<file path="config.mk">
export PLATFORM = sky130hd
export DESIGN_NAME = ppdo_port
export DESIGN_NICKNAME = d
export VERILOG_FILES = /design/src/ppdo_pkg.sv /design/src/ppdo_port.sv
export VERILOG_INCLUDE_DIRS = /design/src /design/src/src
export SDC_FILE = /design/constraint.sdc
export NUM_CORES = 1
export LEC_CHECK = 0
export ABC_AREA = 1
export BUFFER_PORTS_ARGS = -buffer_cell sky130_fd_sc_hd__buf_4
export CAP_MARGIN = 0
export CORE_MARGIN = 1.5
export CORE_UTILIZATION = 53
export CTS_CLUSTER_SIZE = 12
export DETAILED_ROUTE_END_ITERATION = 10
export PLACE_DENSITY = 0.77
export SLEW_MARGIN = 40
export SYNTH_ARGS = -nofsm -noshare
export SYNTH_HDL_FRONTEND = slang
export SYNTH_SLANG_ARGS = --single-unit
</file>
<file path="constraint.sdc">
create_clock -name core_clk_i -period 1.5 [get_ports core_clk_i]
set_clock_uncertainty 0.2 [all_clocks]
set_input_delay 0.075 -clock core_clk_i [delete_from_list [all_inputs] [get_ports core_clk_i]]
set_output_delay 0.075 -clock core_clk_i [all_outputs]
set_load 0.01 [all_outputs]
</file>
<file path="src/ppdo_defines.svh">
// register offsets, field positions, reset values for the parallel port
// assumes a plain register port with 4-bit word address
`ifndef PPDO_DEFINES_SVH
`define PPDO_DEFINES_SVH
`define PPDO_ADDR_W 4
`define PPDO_OFF_DIR_A 4'h0
`define PPDO_OFF_DIR_B 4'h1
`define PPDO_OFF_DIR_C 4'h2
`define PPDO_OFF_DIR_D 4'h3
`define PPDO_OFF_OUT_A 4'h4
`define PPDO_OFF_OUT_B 4'h5
`define PPDO_OFF_OUT_C 4'h6
`define PPDO_OFF_OUT_D 4'h7
`define PPDO_OFF_IN_A 4'h8
`define PPDO_OFF_IN_B 4'h9
`define PPDO_OFF_IN_C 4'ha
`define PPDO_OFF_IN_D 4'hb
`define PPDO_OFF_PIN_CMD 4'hc
`define PPDO_OFF_COPY 4'hd
`define PPDO_DIR_RST 8'h00
`define PPDO_OUT_RST 8'h00
`define PPDO_FIX_OUT_BIT 0
`define PPDO_FIX_IN_BIT 3
`define PPDO_CMD_PORT_LSB 3
`define PPDO_CMD_OP_LSB 5
`endif

</file>
<file path="src/ppdo_pkg.sv">
// types for the parallel port block
// used by ppdo_port and the testbench
package ppdo_pkg;
   typedef enum logic [1:0] {
      PPDO_OP_LOW,
      PPDO_OP_HIGH,
      PPDO_OP_TOGGLE,
      PPDO_OP_INPUT
   } ppdo_op_t;
endpackage

</file>
<file path="src/ppdo_port.sv">
// four 8-bit gpio ports with direction and output latches
// assumes pins arrive asynchronous; pad tristate outside
`timescale 1ns/100ps
`include "ppdo_defines.svh"
module ppdo_port
   import ppdo_pkg::*;
#(
   parameter int NPORTS = 4,
   parameter bit SMALL_PKG = 1'b0
) (
   input wire logic core_clk_i,
   input wire logic nrst_i,
   input wire logic [`PPDO_ADDR_W-1:0] addr_i,
   input wire logic [7:0] wdata_i,
   input wire logic wr_i,
   input wire logic rd_i,
   output logic [7:0] rdata_o,
   input wire logic [NPORTS*8-1:0] pin_i,
   output logic [NPORTS*8-1:0] pin_o,
   output logic [NPORTS*8-1:0] pin_oe_o
);
   logic [7:0] dir_r [NPORTS];
   logic [7:0] dir_nxt [NPORTS];
   logic [7:0] out_r [NPORTS];
   logic [7:0] out_nxt [NPORTS];
   logic [7:0] sync1_r [NPORTS];
   logic [7:0] sync2_r [NPORTS];
   logic [NPORTS*8-1:0] pin_o_nxt;
   logic [NPORTS*8-1:0] oe_nxt;
   logic [7:0] rdata_nxt;
   logic [7:0] rdata_r;

   // fixed pins apply to port a only, and only in small mode
   function automatic logic [7:0] eff_dir(input logic [7:0] d,
                                          input int p);
      logic [7:0] e;
      e = d;
      if (SMALL_PKG && p == 0) begin
         e[`PPDO_FIX_OUT_BIT] = 1'b1;
         e[`PPDO_FIX_IN_BIT] = 1'b0;
      end
      return e;
   endfunction

   logic cmd_wr;
   logic [1:0] cmd_port;
   logic [2:0] cmd_bit;
   ppdo_op_t cmd_op;
   assign cmd_wr = wr_i && addr_i == `PPDO_OFF_PIN_CMD;
   assign cmd_bit = wdata_i[2:0];
   assign cmd_port = wdata_i[`PPDO_CMD_PORT_LSB +: 2];
   assign cmd_op = ppdo_op_t'(wdata_i[`PPDO_CMD_OP_LSB +: 2]);

   genvar g;
   generate
      for (g = 0; g < NPORTS; g++) begin : g_port
         always_comb begin
            dir_nxt[g] = dir_r[g];
            out_nxt[g] = out_r[g];
            if (wr_i && addr_i == `PPDO_ADDR_W'(`PPDO_OFF_DIR_A + g)) begin
               dir_nxt[g] = wdata_i;
            end else if (wr_i &&
                  addr_i == `PPDO_ADDR_W'(`PPDO_OFF_OUT_A + g)) begin
               out_nxt[g] = wdata_i;
            end else if (wr_i && addr_i == `PPDO_OFF_COPY) begin
               out_nxt[g] = sync2_r[g];
            end else if (cmd_wr && cmd_port == 2'(g)) begin
               // pin commands imply direction, except the input op
               dir_nxt[g][cmd_bit] = (cmd_op != PPDO_OP_INPUT);
               if (cmd_op == PPDO_OP_HIGH)
                  out_nxt[g][cmd_bit] = 1'b1;
               else if (cmd_op == PPDO_OP_LOW)
                  out_nxt[g][cmd_bit] = 1'b0;
               else if (cmd_op == PPDO_OP_TOGGLE)
                  out_nxt[g][cmd_bit] = ~out_r[g][cmd_bit];
            end
            // drive only where effective direction is output
            oe_nxt[g*8 +: 8] = eff_dir(dir_nxt[g], g);
            pin_o_nxt[g*8 +: 8] = out_nxt[g] &
                                  eff_dir(dir_nxt[g], g);
         end

         always_ff @(posedge core_clk_i or negedge nrst_i) begin
            if (!nrst_i) begin
               dir_r[g] <= `PPDO_DIR_RST;
               out_r[g] <= `PPDO_OUT_RST;
               sync1_r[g] <= 8'h00;
               sync2_r[g] <= 8'h00;
            end else begin
               dir_r[g] <= dir_nxt[g];
               out_r[g] <= out_nxt[g];
               sync1_r[g] <= pin_i[g*8 +: 8];
               sync2_r[g] <= sync1_r[g];
            end
         end
      end
   endgenerate

   // input registers read the synchronised pins; in small mode port a
   // shares one pin set for input and output, set by the pad wiring
   always_comb begin
      rdata_nxt = 8'h00;
      if (rd_i) begin
         for (int p = 0; p < NPORTS; p++) begin
            if (addr_i == `PPDO_ADDR_W'(`PPDO_OFF_DIR_A + p))
               rdata_nxt = eff_dir(dir_r[p], p);
            else if (addr_i == `PPDO_ADDR_W'(`PPDO_OFF_OUT_A + p))
               rdata_nxt = out_r[p];
            else if (addr_i == `PPDO_ADDR_W'(`PPDO_OFF_IN_A + p))
               rdata_nxt = sync2_r[p];
         end
      end
   end

   // fixed output pin is not configurable, so it leaves reset driven
   localparam logic [NPORTS*8-1:0] OE_RST =
      (NPORTS*8)'(SMALL_PKG) << `PPDO_FIX_OUT_BIT;
   logic [NPORTS*8-1:0] pin_o_r;
   logic [NPORTS*8-1:0] oe_r;
   always_ff @(posedge core_clk_i or negedge nrst_i) begin
      if (!nrst_i) begin
         rdata_r <= 8'h00;
         pin_o_r <= '0;
         oe_r <= OE_RST;
      end else begin
         rdata_r <= rdata_nxt;
         pin_o_r <= pin_o_nxt;
         oe_r <= oe_nxt;
      end
   end
   assign rdata_o = rdata_r;
   assign pin_o = pin_o_r;
   assign pin_oe_o = oe_r;

   chk_dir_drives_oe: assert property (
      @(posedge core_clk_i) disable iff (!nrst_i)
      wr_i && addr_i == `PPDO_OFF_DIR_B |=> pin_oe_o[15:8] == $past(wdata_i))
      else $error("direction write did not reach enables");

   chk_word_write: assert property (
      @(posedge core_clk_i) disable iff (!nrst_i)
      wr_i && addr_i == `PPDO_OFF_OUT_B |=>
         pin_o[15:8] == ($past(wdata_i) & pin_oe_o[15:8]))
      else $error("output word not applied in one cycle");

   chk_undriven_low: assert property (
      @(posedge core_clk_i) disable iff (!nrst_i)
      (pin_o & ~pin_oe_o) == '0)
      else $error("input pin carries drive value");

   chk_cmd_sets_dir: assert property (
      @(posedge core_clk_i) disable iff (!nrst_i)
      cmd_wr && cmd_op == PPDO_OP_HIGH && cmd_port == 2'd1 |=>
         pin_oe_o[8 + $past(cmd_bit)] && pin_o[8 + $past(cmd_bit)])
      else $error("pin command did not make pin an output");

   chk_sync_delay: assert property (
      @(posedge core_clk_i) disable iff (!nrst_i)
      rd_i && addr_i == `PPDO_OFF_IN_A |=>
         rdata_o == $past(pin_i[7:0], 3))
      else $error("input read not two stages late");

   chk_fixed_pins: assert property (
      @(posedge core_clk_i) disable iff (!nrst_i)
      SMALL_PKG |-> pin_oe_o[0] && !pin_oe_o[3])
      else $error("fixed pins wrong in small mode");

   chk_copy_port: assert property (
      @(posedge core_clk_i) disable iff (!nrst_i)
      wr_i && addr_i == `PPDO_OFF_COPY |=>
         out_r[0] == $past(sync2_r[0]))
      else $error("copy did not load latch from inputs");

   chk_rd_unmapped: assert property (
      @(posedge core_clk_i) disable iff (!nrst_i)
      rd_i && addr_i > `PPDO_OFF_IN_D |=> rdata_o == 8'h00)
      else $error("unmapped read not zero");

   // port a enables follow the word only outside small mode
   chk_dir_port_a: assert property (
      @(posedge core_clk_i) disable iff (!nrst_i)
      !SMALL_PKG && wr_i && addr_i == `PPDO_OFF_DIR_A |=>
         pin_oe_o[7:0] == $past(wdata_i))
      else $error("port a direction write lost");

   chk_dir_small_a: assert property (
      @(posedge core_clk_i) disable iff (!nrst_i)
      SMALL_PKG && wr_i && addr_i == `PPDO_OFF_DIR_A |=>
         pin_oe_o[7:0] == (($past(wdata_i) | 8'h01) & 8'hf7))
      else $error("fixed pins followed a direction write");

   chk_dir_port_c: assert property (
      @(posedge core_clk_i) disable iff (!nrst_i)
      wr_i && addr_i == `PPDO_OFF_DIR_C |=>
         pin_oe_o[23:16] == $past(wdata_i))
      else $error("port c direction write lost");

   chk_dir_port_d: assert property (
      @(posedge core_clk_i) disable iff (!nrst_i)
      wr_i && addr_i == `PPDO_OFF_DIR_D |=>
         pin_oe_o[31:24] == $past(wdata_i))
      else $error("port d direction write lost");

   chk_out_port_a: assert property (
      @(posedge core_clk_i) disable iff (!nrst_i)
      wr_i && addr_i == `PPDO_OFF_OUT_A |=>
         pin_o[7:0] == ($past(wdata_i) & pin_oe_o[7:0]))
      else $error("port a drive levels wrong");

   chk_out_port_c: assert property (
      @(posedge core_clk_i) disable iff (!nrst_i)
      wr_i && addr_i == `PPDO_OFF_OUT_C |=>
         pin_o[23:16] == ($past(wdata_i) & pin_oe_o[23:16]))
      else $error("port c word not applied in one cycle");

   chk_out_port_d: assert property (
      @(posedge core_clk_i) disable iff (!nrst_i)
      wr_i && addr_i == `PPDO_OFF_OUT_D |=>
         pin_o[31:24] == ($past(wdata_i) & pin_oe_o[31:24]))
      else $error("port d word not applied in one cycle");

   // a latch write never touches direction
   chk_out_keeps_oe: assert property (
      @(posedge core_clk_i) disable iff (!nrst_i)
      wr_i && addr_i == `PPDO_OFF_OUT_B |=>
         pin_oe_o[15:8] == $past(pin_oe_o[15:8]))
      else $error("latch write changed a direction");

   chk_cmd_low: assert property (
      @(posedge core_clk_i) disable iff (!nrst_i)
      cmd_wr && cmd_op == PPDO_OP_LOW && cmd_port == 2'd1 |=>
         pin_oe_o[8 + $past(cmd_bit)] && !pin_o[8 + $past(cmd_bit)])
      else $error("low command did not drive pin low");

   chk_cmd_toggle: assert property (
      @(posedge core_clk_i) disable iff (!nrst_i)
      cmd_wr && cmd_op == PPDO_OP_TOGGLE && cmd_port == 2'd1 |=>
         pin_o[8 + $past(cmd_bit)] != $past(out_r[1][cmd_bit]))
      else $error("toggle command did not invert pin");

   chk_cmd_input: assert property (
      @(posedge core_clk_i) disable iff (!nrst_i)
      cmd_wr && cmd_op == PPDO_OP_INPUT && cmd_port == 2'd1 |=>
         !pin_oe_o[8 + $past(cmd_bit)] && !pin_o[8 + $past(cmd_bit)])
      else $error("input command left pin driven");

   chk_cmd_other_port: assert property (
      @(posedge core_clk_i) disable iff (!nrst_i)
      cmd_wr && cmd_port == 2'd1 |->
         oe_nxt[7:0] == pin_oe_o[7:0] && pin_o_nxt[7:0] == pin_o[7:0])
      else $error("pin command reached another port");

   // read data stands one cycle only, zero otherwise
   chk_rd_idle_zero: assert property (
      @(posedge core_clk_i) disable iff (!nrst_i)
      !rd_i |=> rdata_o == 8'h00)
      else $error("read data without a read");

   chk_rd_dir_b: assert property (
      @(posedge core_clk_i) disable iff (!nrst_i)
      rd_i && addr_i == `PPDO_OFF_DIR_B |=> rdata_o == $past(dir_r[1]))
      else $error("port b direction read wrong");

   chk_rd_out_b: assert property (
      @(posedge core_clk_i) disable iff (!nrst_i)
      rd_i && addr_i == `PPDO_OFF_OUT_B |=> rdata_o == $past(out_r[1]))
      else $error("port b latch read wrong");

   chk_rd_in_b: assert property (
      @(posedge core_clk_i) disable iff (!nrst_i)
      rd_i && addr_i == `PPDO_OFF_IN_B |=>
         rdata_o == $past(pin_i[15:8], 3))
      else $error("port b input read not two stages late");

   chk_copy_port_b: assert property (
      @(posedge core_clk_i) disable iff (!nrst_i)
      wr_i && addr_i == `PPDO_OFF_COPY |=>
         pin_o[15:8] == ($past(sync2_r[1]) & pin_oe_o[15:8]))
      else $error("copy did not reach port b pins");

   // unmapped writes must leave every pad as it was
   chk_unmapped_wr: assert property (
      @(posedge core_clk_i) disable iff (!nrst_i)
      wr_i && addr_i > `PPDO_OFF_COPY |->
         oe_nxt == pin_oe_o && pin_o_nxt == pin_o)
      else $error("unmapped write changed the pads");

   chk_fixed_dir_read: assert property (
      @(posedge core_clk_i) disable iff (!nrst_i)
      SMALL_PKG && rd_i && addr_i == `PPDO_OFF_DIR_A |=>
         rdata_o[0] && !rdata_o[3])
      else $error("fixed pins read back wrong");

   cov_dir_write: cover property (@(posedge core_clk_i)
      wr_i && addr_i == `PPDO_OFF_DIR_A);
   cov_pin_cmd: cover property (@(posedge core_clk_i) cmd_wr);
   cov_copy: cover property (@(posedge core_clk_i)
      wr_i && addr_i == `PPDO_OFF_COPY);
   cov_in_read: cover property (@(posedge core_clk_i)
      rd_i && addr_i == `PPDO_OFF_IN_A);
   cov_cmd_toggle: cover property (@(posedge core_clk_i)
      cmd_wr && cmd_op == PPDO_OP_TOGGLE);
endmodule // ppdo_port

</file>
After elaboration in Yosys (flattened, before gate mapping)
Index checks and enable logic that the tools add are counted.

storage, ports and cells
  input bits = 48
  bits in registers = 200
  logic and storage cells = 150
  output and inout bits = 72

operators by class
  order comparisons = 2
  multiplexer cells = 75
  reduce and logical (&&, ||, !) cells = 18
  bitwise gates (word level) = 17
  equality and inequality tests = 19

operators with widths
  operator            count
  $mux 8              57
  $and 8x8->8         8
  $bwmux 8            8
  $or 8x8->8          4
  $eq 4x4->1 const B  6
  $eq 4x3->1 const B  4
  $logic_and 1x1->1   15
  $bmux 1 s3          4
  $eq 4x2->1 const B  2
  $not 8->8           1
  $eq 2x2->1 const B  3
  $mux 1              5
  $eq 2x1->1 const B  2
  $eq 4x1->1 const B  1
  $logic_not 2->1     2
  $logic_not 4->1     1
  $lt 3x4->1 const B  1
  $not 1->1           4
  $demux 1 s3         1
  $ge 3x1->1 const B  1
  $ne 2x2->1 const B  1

Logic depth before layout (Yosys ltp)
  depth in word-level cells = 14
  gate-level depth with buffers = 14

Worst setup path before layout
Ideal clock, no wire load.

  kind = in2reg
  start point = input port wdata_i[1]
  end point = register pin_o_r[27], in the netlist pin_o[27]
  arrival = 1.244 ns
  data required time = 1.181 ns
  path buffers = 1
  stages = 9
  setup time = 0.119 ns
  path slack = -0.063 ns
  path through = buf_4 > nor2_1 > nand2_1 > o21ai_0 > nor2_1 > nand3_1 > nand3_1 > nor3b_2 > and2_1

RTL lines
  element               RTL line          text
  start, declared       ppdo_port.sv:14   input wire logic [7:0] wdata_i,
  end signal, assigned  ppdo_port.sv:127  pin_o_r <= pin_o_nxt;
  end, declared         ppdo_port.sv:118  logic [NPORTS*8-1:0] pin_o_r;

Worst setup path in the final report
  start point = register out_r[26] (netlist name)
  end point = register pin_o_r[1], in the netlist pin_o[1]

between the ends
  cells in the longest elaborated chain, start to end = 12

ends and longest elaborated chain
  element                          RTL line         text
  start, declared                  ppdo_port.sv:24  logic [7:0] out_r [NPORTS];
  start signal, assigned by index  ppdo_port.sv:86  out_r[g] <= `PPDO_OUT_RST;
  start signal, assigned by index  ppdo_port.sv:91  out_r[g] <= out_nxt[g];
  $bmux 1 s3                       ppdo_port.sv:75  out_nxt[g][cmd_bit] = ~out_r[g][cmd_bit];
  $mux 1 (not written as such)     ppdo_port.sv:75
  $not 1->1                        ppdo_port.sv:75
  $bwmux 8                         ppdo_port.sv:75
  $mux 8                           ppdo_port.sv:74  else if (cmd_op == PPDO_OP_TOGGLE)
  $mux 8                           ppdo_port.sv:72  else if (cmd_op == PPDO_OP_LOW)
  $mux 8                           ppdo_port.sv:70  if (cmd_op == PPDO_OP_HIGH)
  $mux 8                           ppdo_port.sv:67  end else if (cmd_wr && cmd_port == 2'(g)) begin
  $mux 8                           ppdo_port.sv:65  end else if (wr_i && addr_i == `PPDO_OFF_COPY) begin
  $mux 8                           ppdo_port.sv:62  end else if (wr_i &&
  $mux 8                           ppdo_port.sv:60  if (wr_i && addr_i == `PPDO_ADDR_W'(`PPDO_OFF_DIR_A + g)) begin
  $and 8x8->8                      ppdo_port.sv:79  pin_o_nxt[g*8 +: 8] = out_nxt[g] &
  via pin_o_nxt[1]                 ppdo_port.sv:28  logic [NPORTS*8-1:0] pin_o_nxt;

The timed path passes the listed nets, and every way through them passes these cells. The select of a mux whose other input is x is not followed.

==> results.rst <==
.. list-table::
   :header-rows: 1

   * - Metric
     - Value
   * - Outcome
     - finished with violations
   * - Violated checks
     - negative setup slack
   * - Post-route cell area
     - 0.0142 mm²
   * - Normalized max-slew margin
     - 0.601
   * - Synth cell count leaders
     - sky130_fd_sc_hd__nand2_1 (297), sky130_fd_sc_hd__inv_1 (175), sky130_fd_sc_hd__dfrtp_1 (168)
   * - Clock latency on the worst-skew pair
     - 0.46 ns
   * - Initial core utilization
     - 0.547
   * - Cell area after technology mapping
     - 0.00914 mm²
   * - Die H
     - 134 µm
   * - Per-cell via count in the routed design
     - 6.11
   * - Endpoint of the worst register-to-register path
     - pin_o[1]
   * - Num CTS Buffers
     - 17
   * - Most common cell in the netlist
     - sky130_fd_sc_hd__nand2_1
   * - Worst min-delay path category
     - in2reg
   * - Detail-routed net length per standard cell
     - 24.4 µm
   * - Final setup viols
     - 74
   * - Number of vias in the routed layout
     - 11100
   * - Achievable clock frequency
     - 555 MHz
   * - Overall die area
     - 0.0180 mm²
   * - Cell depth of the worst min-delay path
     - 4
   * - CTS H-tree lvls
     - 4
   * - Register area
     - 0.00420 mm²
   * - Hold wc startpoint
     - wdata_i[3]
   * - Required time at the worst-slack endpoint
     - 1.64 ns
   * - Pre-CTS setup slack
     - -0.442 ns
   * - Largest vdd supply drop
     - 0.945 mV
   * - Final clock period utilization by the worst path
     - 1.20
   * - Area contributors post-synth
     - sky130_fd_sc_hd__dfrtp_1 (46%), sky130_fd_sc_hd__nand2_1 (12%), sky130_fd_sc_hd__inv_1 (7.2%)
   * - Detailed router's first-iteration violation count
     - 1809
   * - IO Pins
     - 120
   * - Launching point of the worst reg2reg path
     - out_r[26]
   * - Kind of end point of the critical path
     - flip-flop
   * - Final Critical Period
     - 1.80 ns
   * - First-pass detailed-route iteration total
     - 6
   * - Crit path top cell by count
     - sky130_fd_sc_hd__nand2_2
   * - Family with the most delay on the worst path
     - simple AND/OR/NAND/NOR gates
   * - Max FO, Critical Path
     - 3
   * - DRT Wirelength
     - 44.2 mm
   * - Multi-input logic area
     - 0.00473 mm²
   * - Most common flop cell mapped by yosys
     - sky130_fd_sc_hd__dfrtp_1
   * - CP max-delay cell
     - sky130_fd_sc_hd__dfrtp_1
   * - Floorplan core area
     - 0.0167 mm²
   * - Worst Hold End
     - out_r[3]
   * - Remaining DRCs
     - 0
   * - Post-synthesis sequential area ratio
     - 0.460
   * - Via count of the first global-routing pass
     - 10500
   * - Number of cells traversed by the worst register-to-register path
     - 12
   * - Share of synthesized flip-flops with an asynchronous set or reset
     - 1.00
   * - Routability congestion estimate from global placement
     - 1.07
   * - Standard-cell row count
     - 47
   * - Post-CTS clock slew at the launch and capture registers of the worst setup and hold paths
     - 0.07 ns
   * - Number of nets with antenna violations after detailed routing
     - 0
   * - Area share of the largest cell type after synthesis
     - 0.460
   * - Net count of the finished layout
     - 1627
   * - Share of post-route cells with drive strength above 1
     - 0.463
   * - Crit path launch type
     - flip-flop
   * - Number of different library cells in the post-synthesis netlist
     - 50
   * - Cell area power density
     - 1130 mW/mm²
   * - Final count of pins violating max slew
     - 0
   * - Half-perimeter wire length after placement
     - 29.5 mm
   * - Static Leak
     - 7.18 nW
   * - Root Buffer
     - sky130_fd_sc_hd__clkbuf_16
   * - EDFF count, synth
     - 0
   * - Post-synthesis net count
     - 1207
   * - Pin count of the biggest net entering global routing
     - 41
   * - Cell accounting for the most synthesized area
     - sky130_fd_sc_hd__dfrtp_1
   * - Critical setup path kind
     - reg2reg
   * - Total routing usage reported by global routing
     - 0.466
   * - Number of inserted filler cells in the final layout
     - 952
   * - CP bufs+invs
     - 2
   * - Syn_area_per_cell
     - 7.88 µm²
   * - Die Width
     - 134 µm
   * - Layout Area Growth over Synthesis
     - 55.6%
   * - Actual transition at the worst max-transition pin
     - 0.598 ns
   * - Initial antenna violation count
     - 3
   * - Number of synthesized register bits
     - 168
   * - Yosys warnings
     - 0
   * - Gate count of the mapped netlist
     - 1159
   * - Count of buffers inserted at the top-level ports
     - 119
   * - Max-Cap Viols
     - 0
   * - CP cell instances
     - inv_2 > o21ai_1 > nand2_1 > nand2_2 > nand2_2 > nand3_2 > buf_6 > nand3_2 > nand3_2 > nand2_2 > nand2_2 > nor2_1
   * - RSZ-0062 raised after global routing
     - yes
   * - Worst Path Arrival
     - 1.94 ns
   * - TritonCTS clock tree
     - done
   * - Placement Cell Area
     - 0.0121 mm²
   * - Delay of the slowest critical-path stage
     - 0.41 ns
   * - Setup slack on the worst flop-to-flop path
     - -0.30 ns
   * - Number of buffers on the longest clock path
     - 2
   * - Final Hold Vio Count
     - 0
   * - Overflow left after global routing
     - 0
   * - Final worst-path setup slack
     - -0.301 ns
   * - Wire length of the first global-routing pass
     - 61.2 mm
   * - Final core area utilization
     - 0.851
   * - Number of clock sinks
     - 168
-- worst max-delay path by stage --
stage	slack, ns	start	depth (start not counted)	to
after floorplan	-0.05	wdata_i[1]	12	pin_o[20]
after CTS	-0.19	out_r[10]	12	pin_o[21]
after global routing	-0.33	out_r[20]	12	out_r[18]
final	-0.30	out_r[26]	12	pin_o[1]
after detailed placement	-0.44	wdata_i[1]	10	pin_o[31]
after global placement	-0.44	wdata_i[1]	9	pin_o[27]
-- power by group --
part | switching, mW | internal [mW] | leakage, nW | total [mW]
Combinational | 3.24 | 2.62 | 4.87 | 5.85
Clock | 2.21 | 2.22 | 0.284 | 4.43
Sequential | 0.538 | 5.26 | 2.03 | 5.80
Total | 5.98 | 10.1 | 7.18 | 16.1
-- timing repair --
item | CTS | global route
setup endpoints to repair | 69 | 82
gates resized for setup | 132 | 155
hold endpoints to repair | 238 | 0
setup buffers | 11 | 16
pin swaps | 81 | 99
hold buffers | 45 | 0
-- worst register-to-register path, cell delays in order (launching register included) --
cell and delay, ns:
sky130_fd_sc_hd__dfrtp_1 0.41, sky130_fd_sc_hd__inv_2 0.06, sky130_fd_sc_hd__o21ai_1 0.14, sky130_fd_sc_hd__nand2_1 0.09, sky130_fd_sc_hd__nand2_2 0.12, sky130_fd_sc_hd__nand2_2 0.07
sky130_fd_sc_hd__nand3_2 0.09, sky130_fd_sc_hd__buf_6 0.13, sky130_fd_sc_hd__nand3_2 0.08, sky130_fd_sc_hd__nand3_2 0.11, sky130_fd_sc_hd__nand2_2 0.06, sky130_fd_sc_hd__nand2_2 0.08
sky130_fd_sc_hd__nor2_1 0.05
-- cells in the final DEF, fill, tap and decap left out, drive strengths merged, types with 2 or more instances in the layout --
master and instances:
o211ai 9, o21a 6, inv 202, a221oi 10, o21ai 101, o21bai 10, nor2 101, buf 397
dfrtp 168, a21boi 2, nand3 100, dlygate4sd3 45, or2 6, nor3 7, a31oi 18, a21oi 49
nand4 13, diode 2, clkinv 5, clkbuf 18, nand2 313, a211oi 4
-- state kept, by name, summed over array words and instances, names as in the netlist --
name,count
dir_r,1
rdata_o,8
pin_oe_o,31
out_r,32
sync1_r,32
sync2_r,32
pin_o,32
-- area by class of cell --
class,count,share of cell area
multi-input combinational,757,0.333
sequential,168,0.296
timing repair buffer,442,0.260
inverter,193,0.0518
clock buffer,18,0.0302
tap,220,0.0194
clock inverter,14,0.0104
antenna,2,0.000352
-- through the flow --
stage	total power [mW]	setup TNS, ns	hold slack (ns)	instances
after floorplan	7.62	-1.34	-0.421	1159
after global placement	10.2	-27.72	-0.207	1714
after global routing	16.5	-16.67	0.0138	1813
final	16.1	-13.37	0.0168	1814
after detailed placement	10.3	-30.23	-0.203	1714
after CTS	15.1	-8.36	0.00125	1800
-- metal layers --
metal	up-vias	wire length, µm	GRT usage
li1	4553	-	-
met1	5189	15500	0.603
met2	1023	19100	0.705
met3	320	6300	0.139
met4	2	3310	0.253
met5	-	12	0
-- cell families after synthesis --
group	share of synthesized area
buffers and inverters	0.114
and+or+nand+nor	0.282
AOI/OAI and AO/OA	0.144
DFF	0.460
No activity file was read; power rests on OpenSTA's default activity.
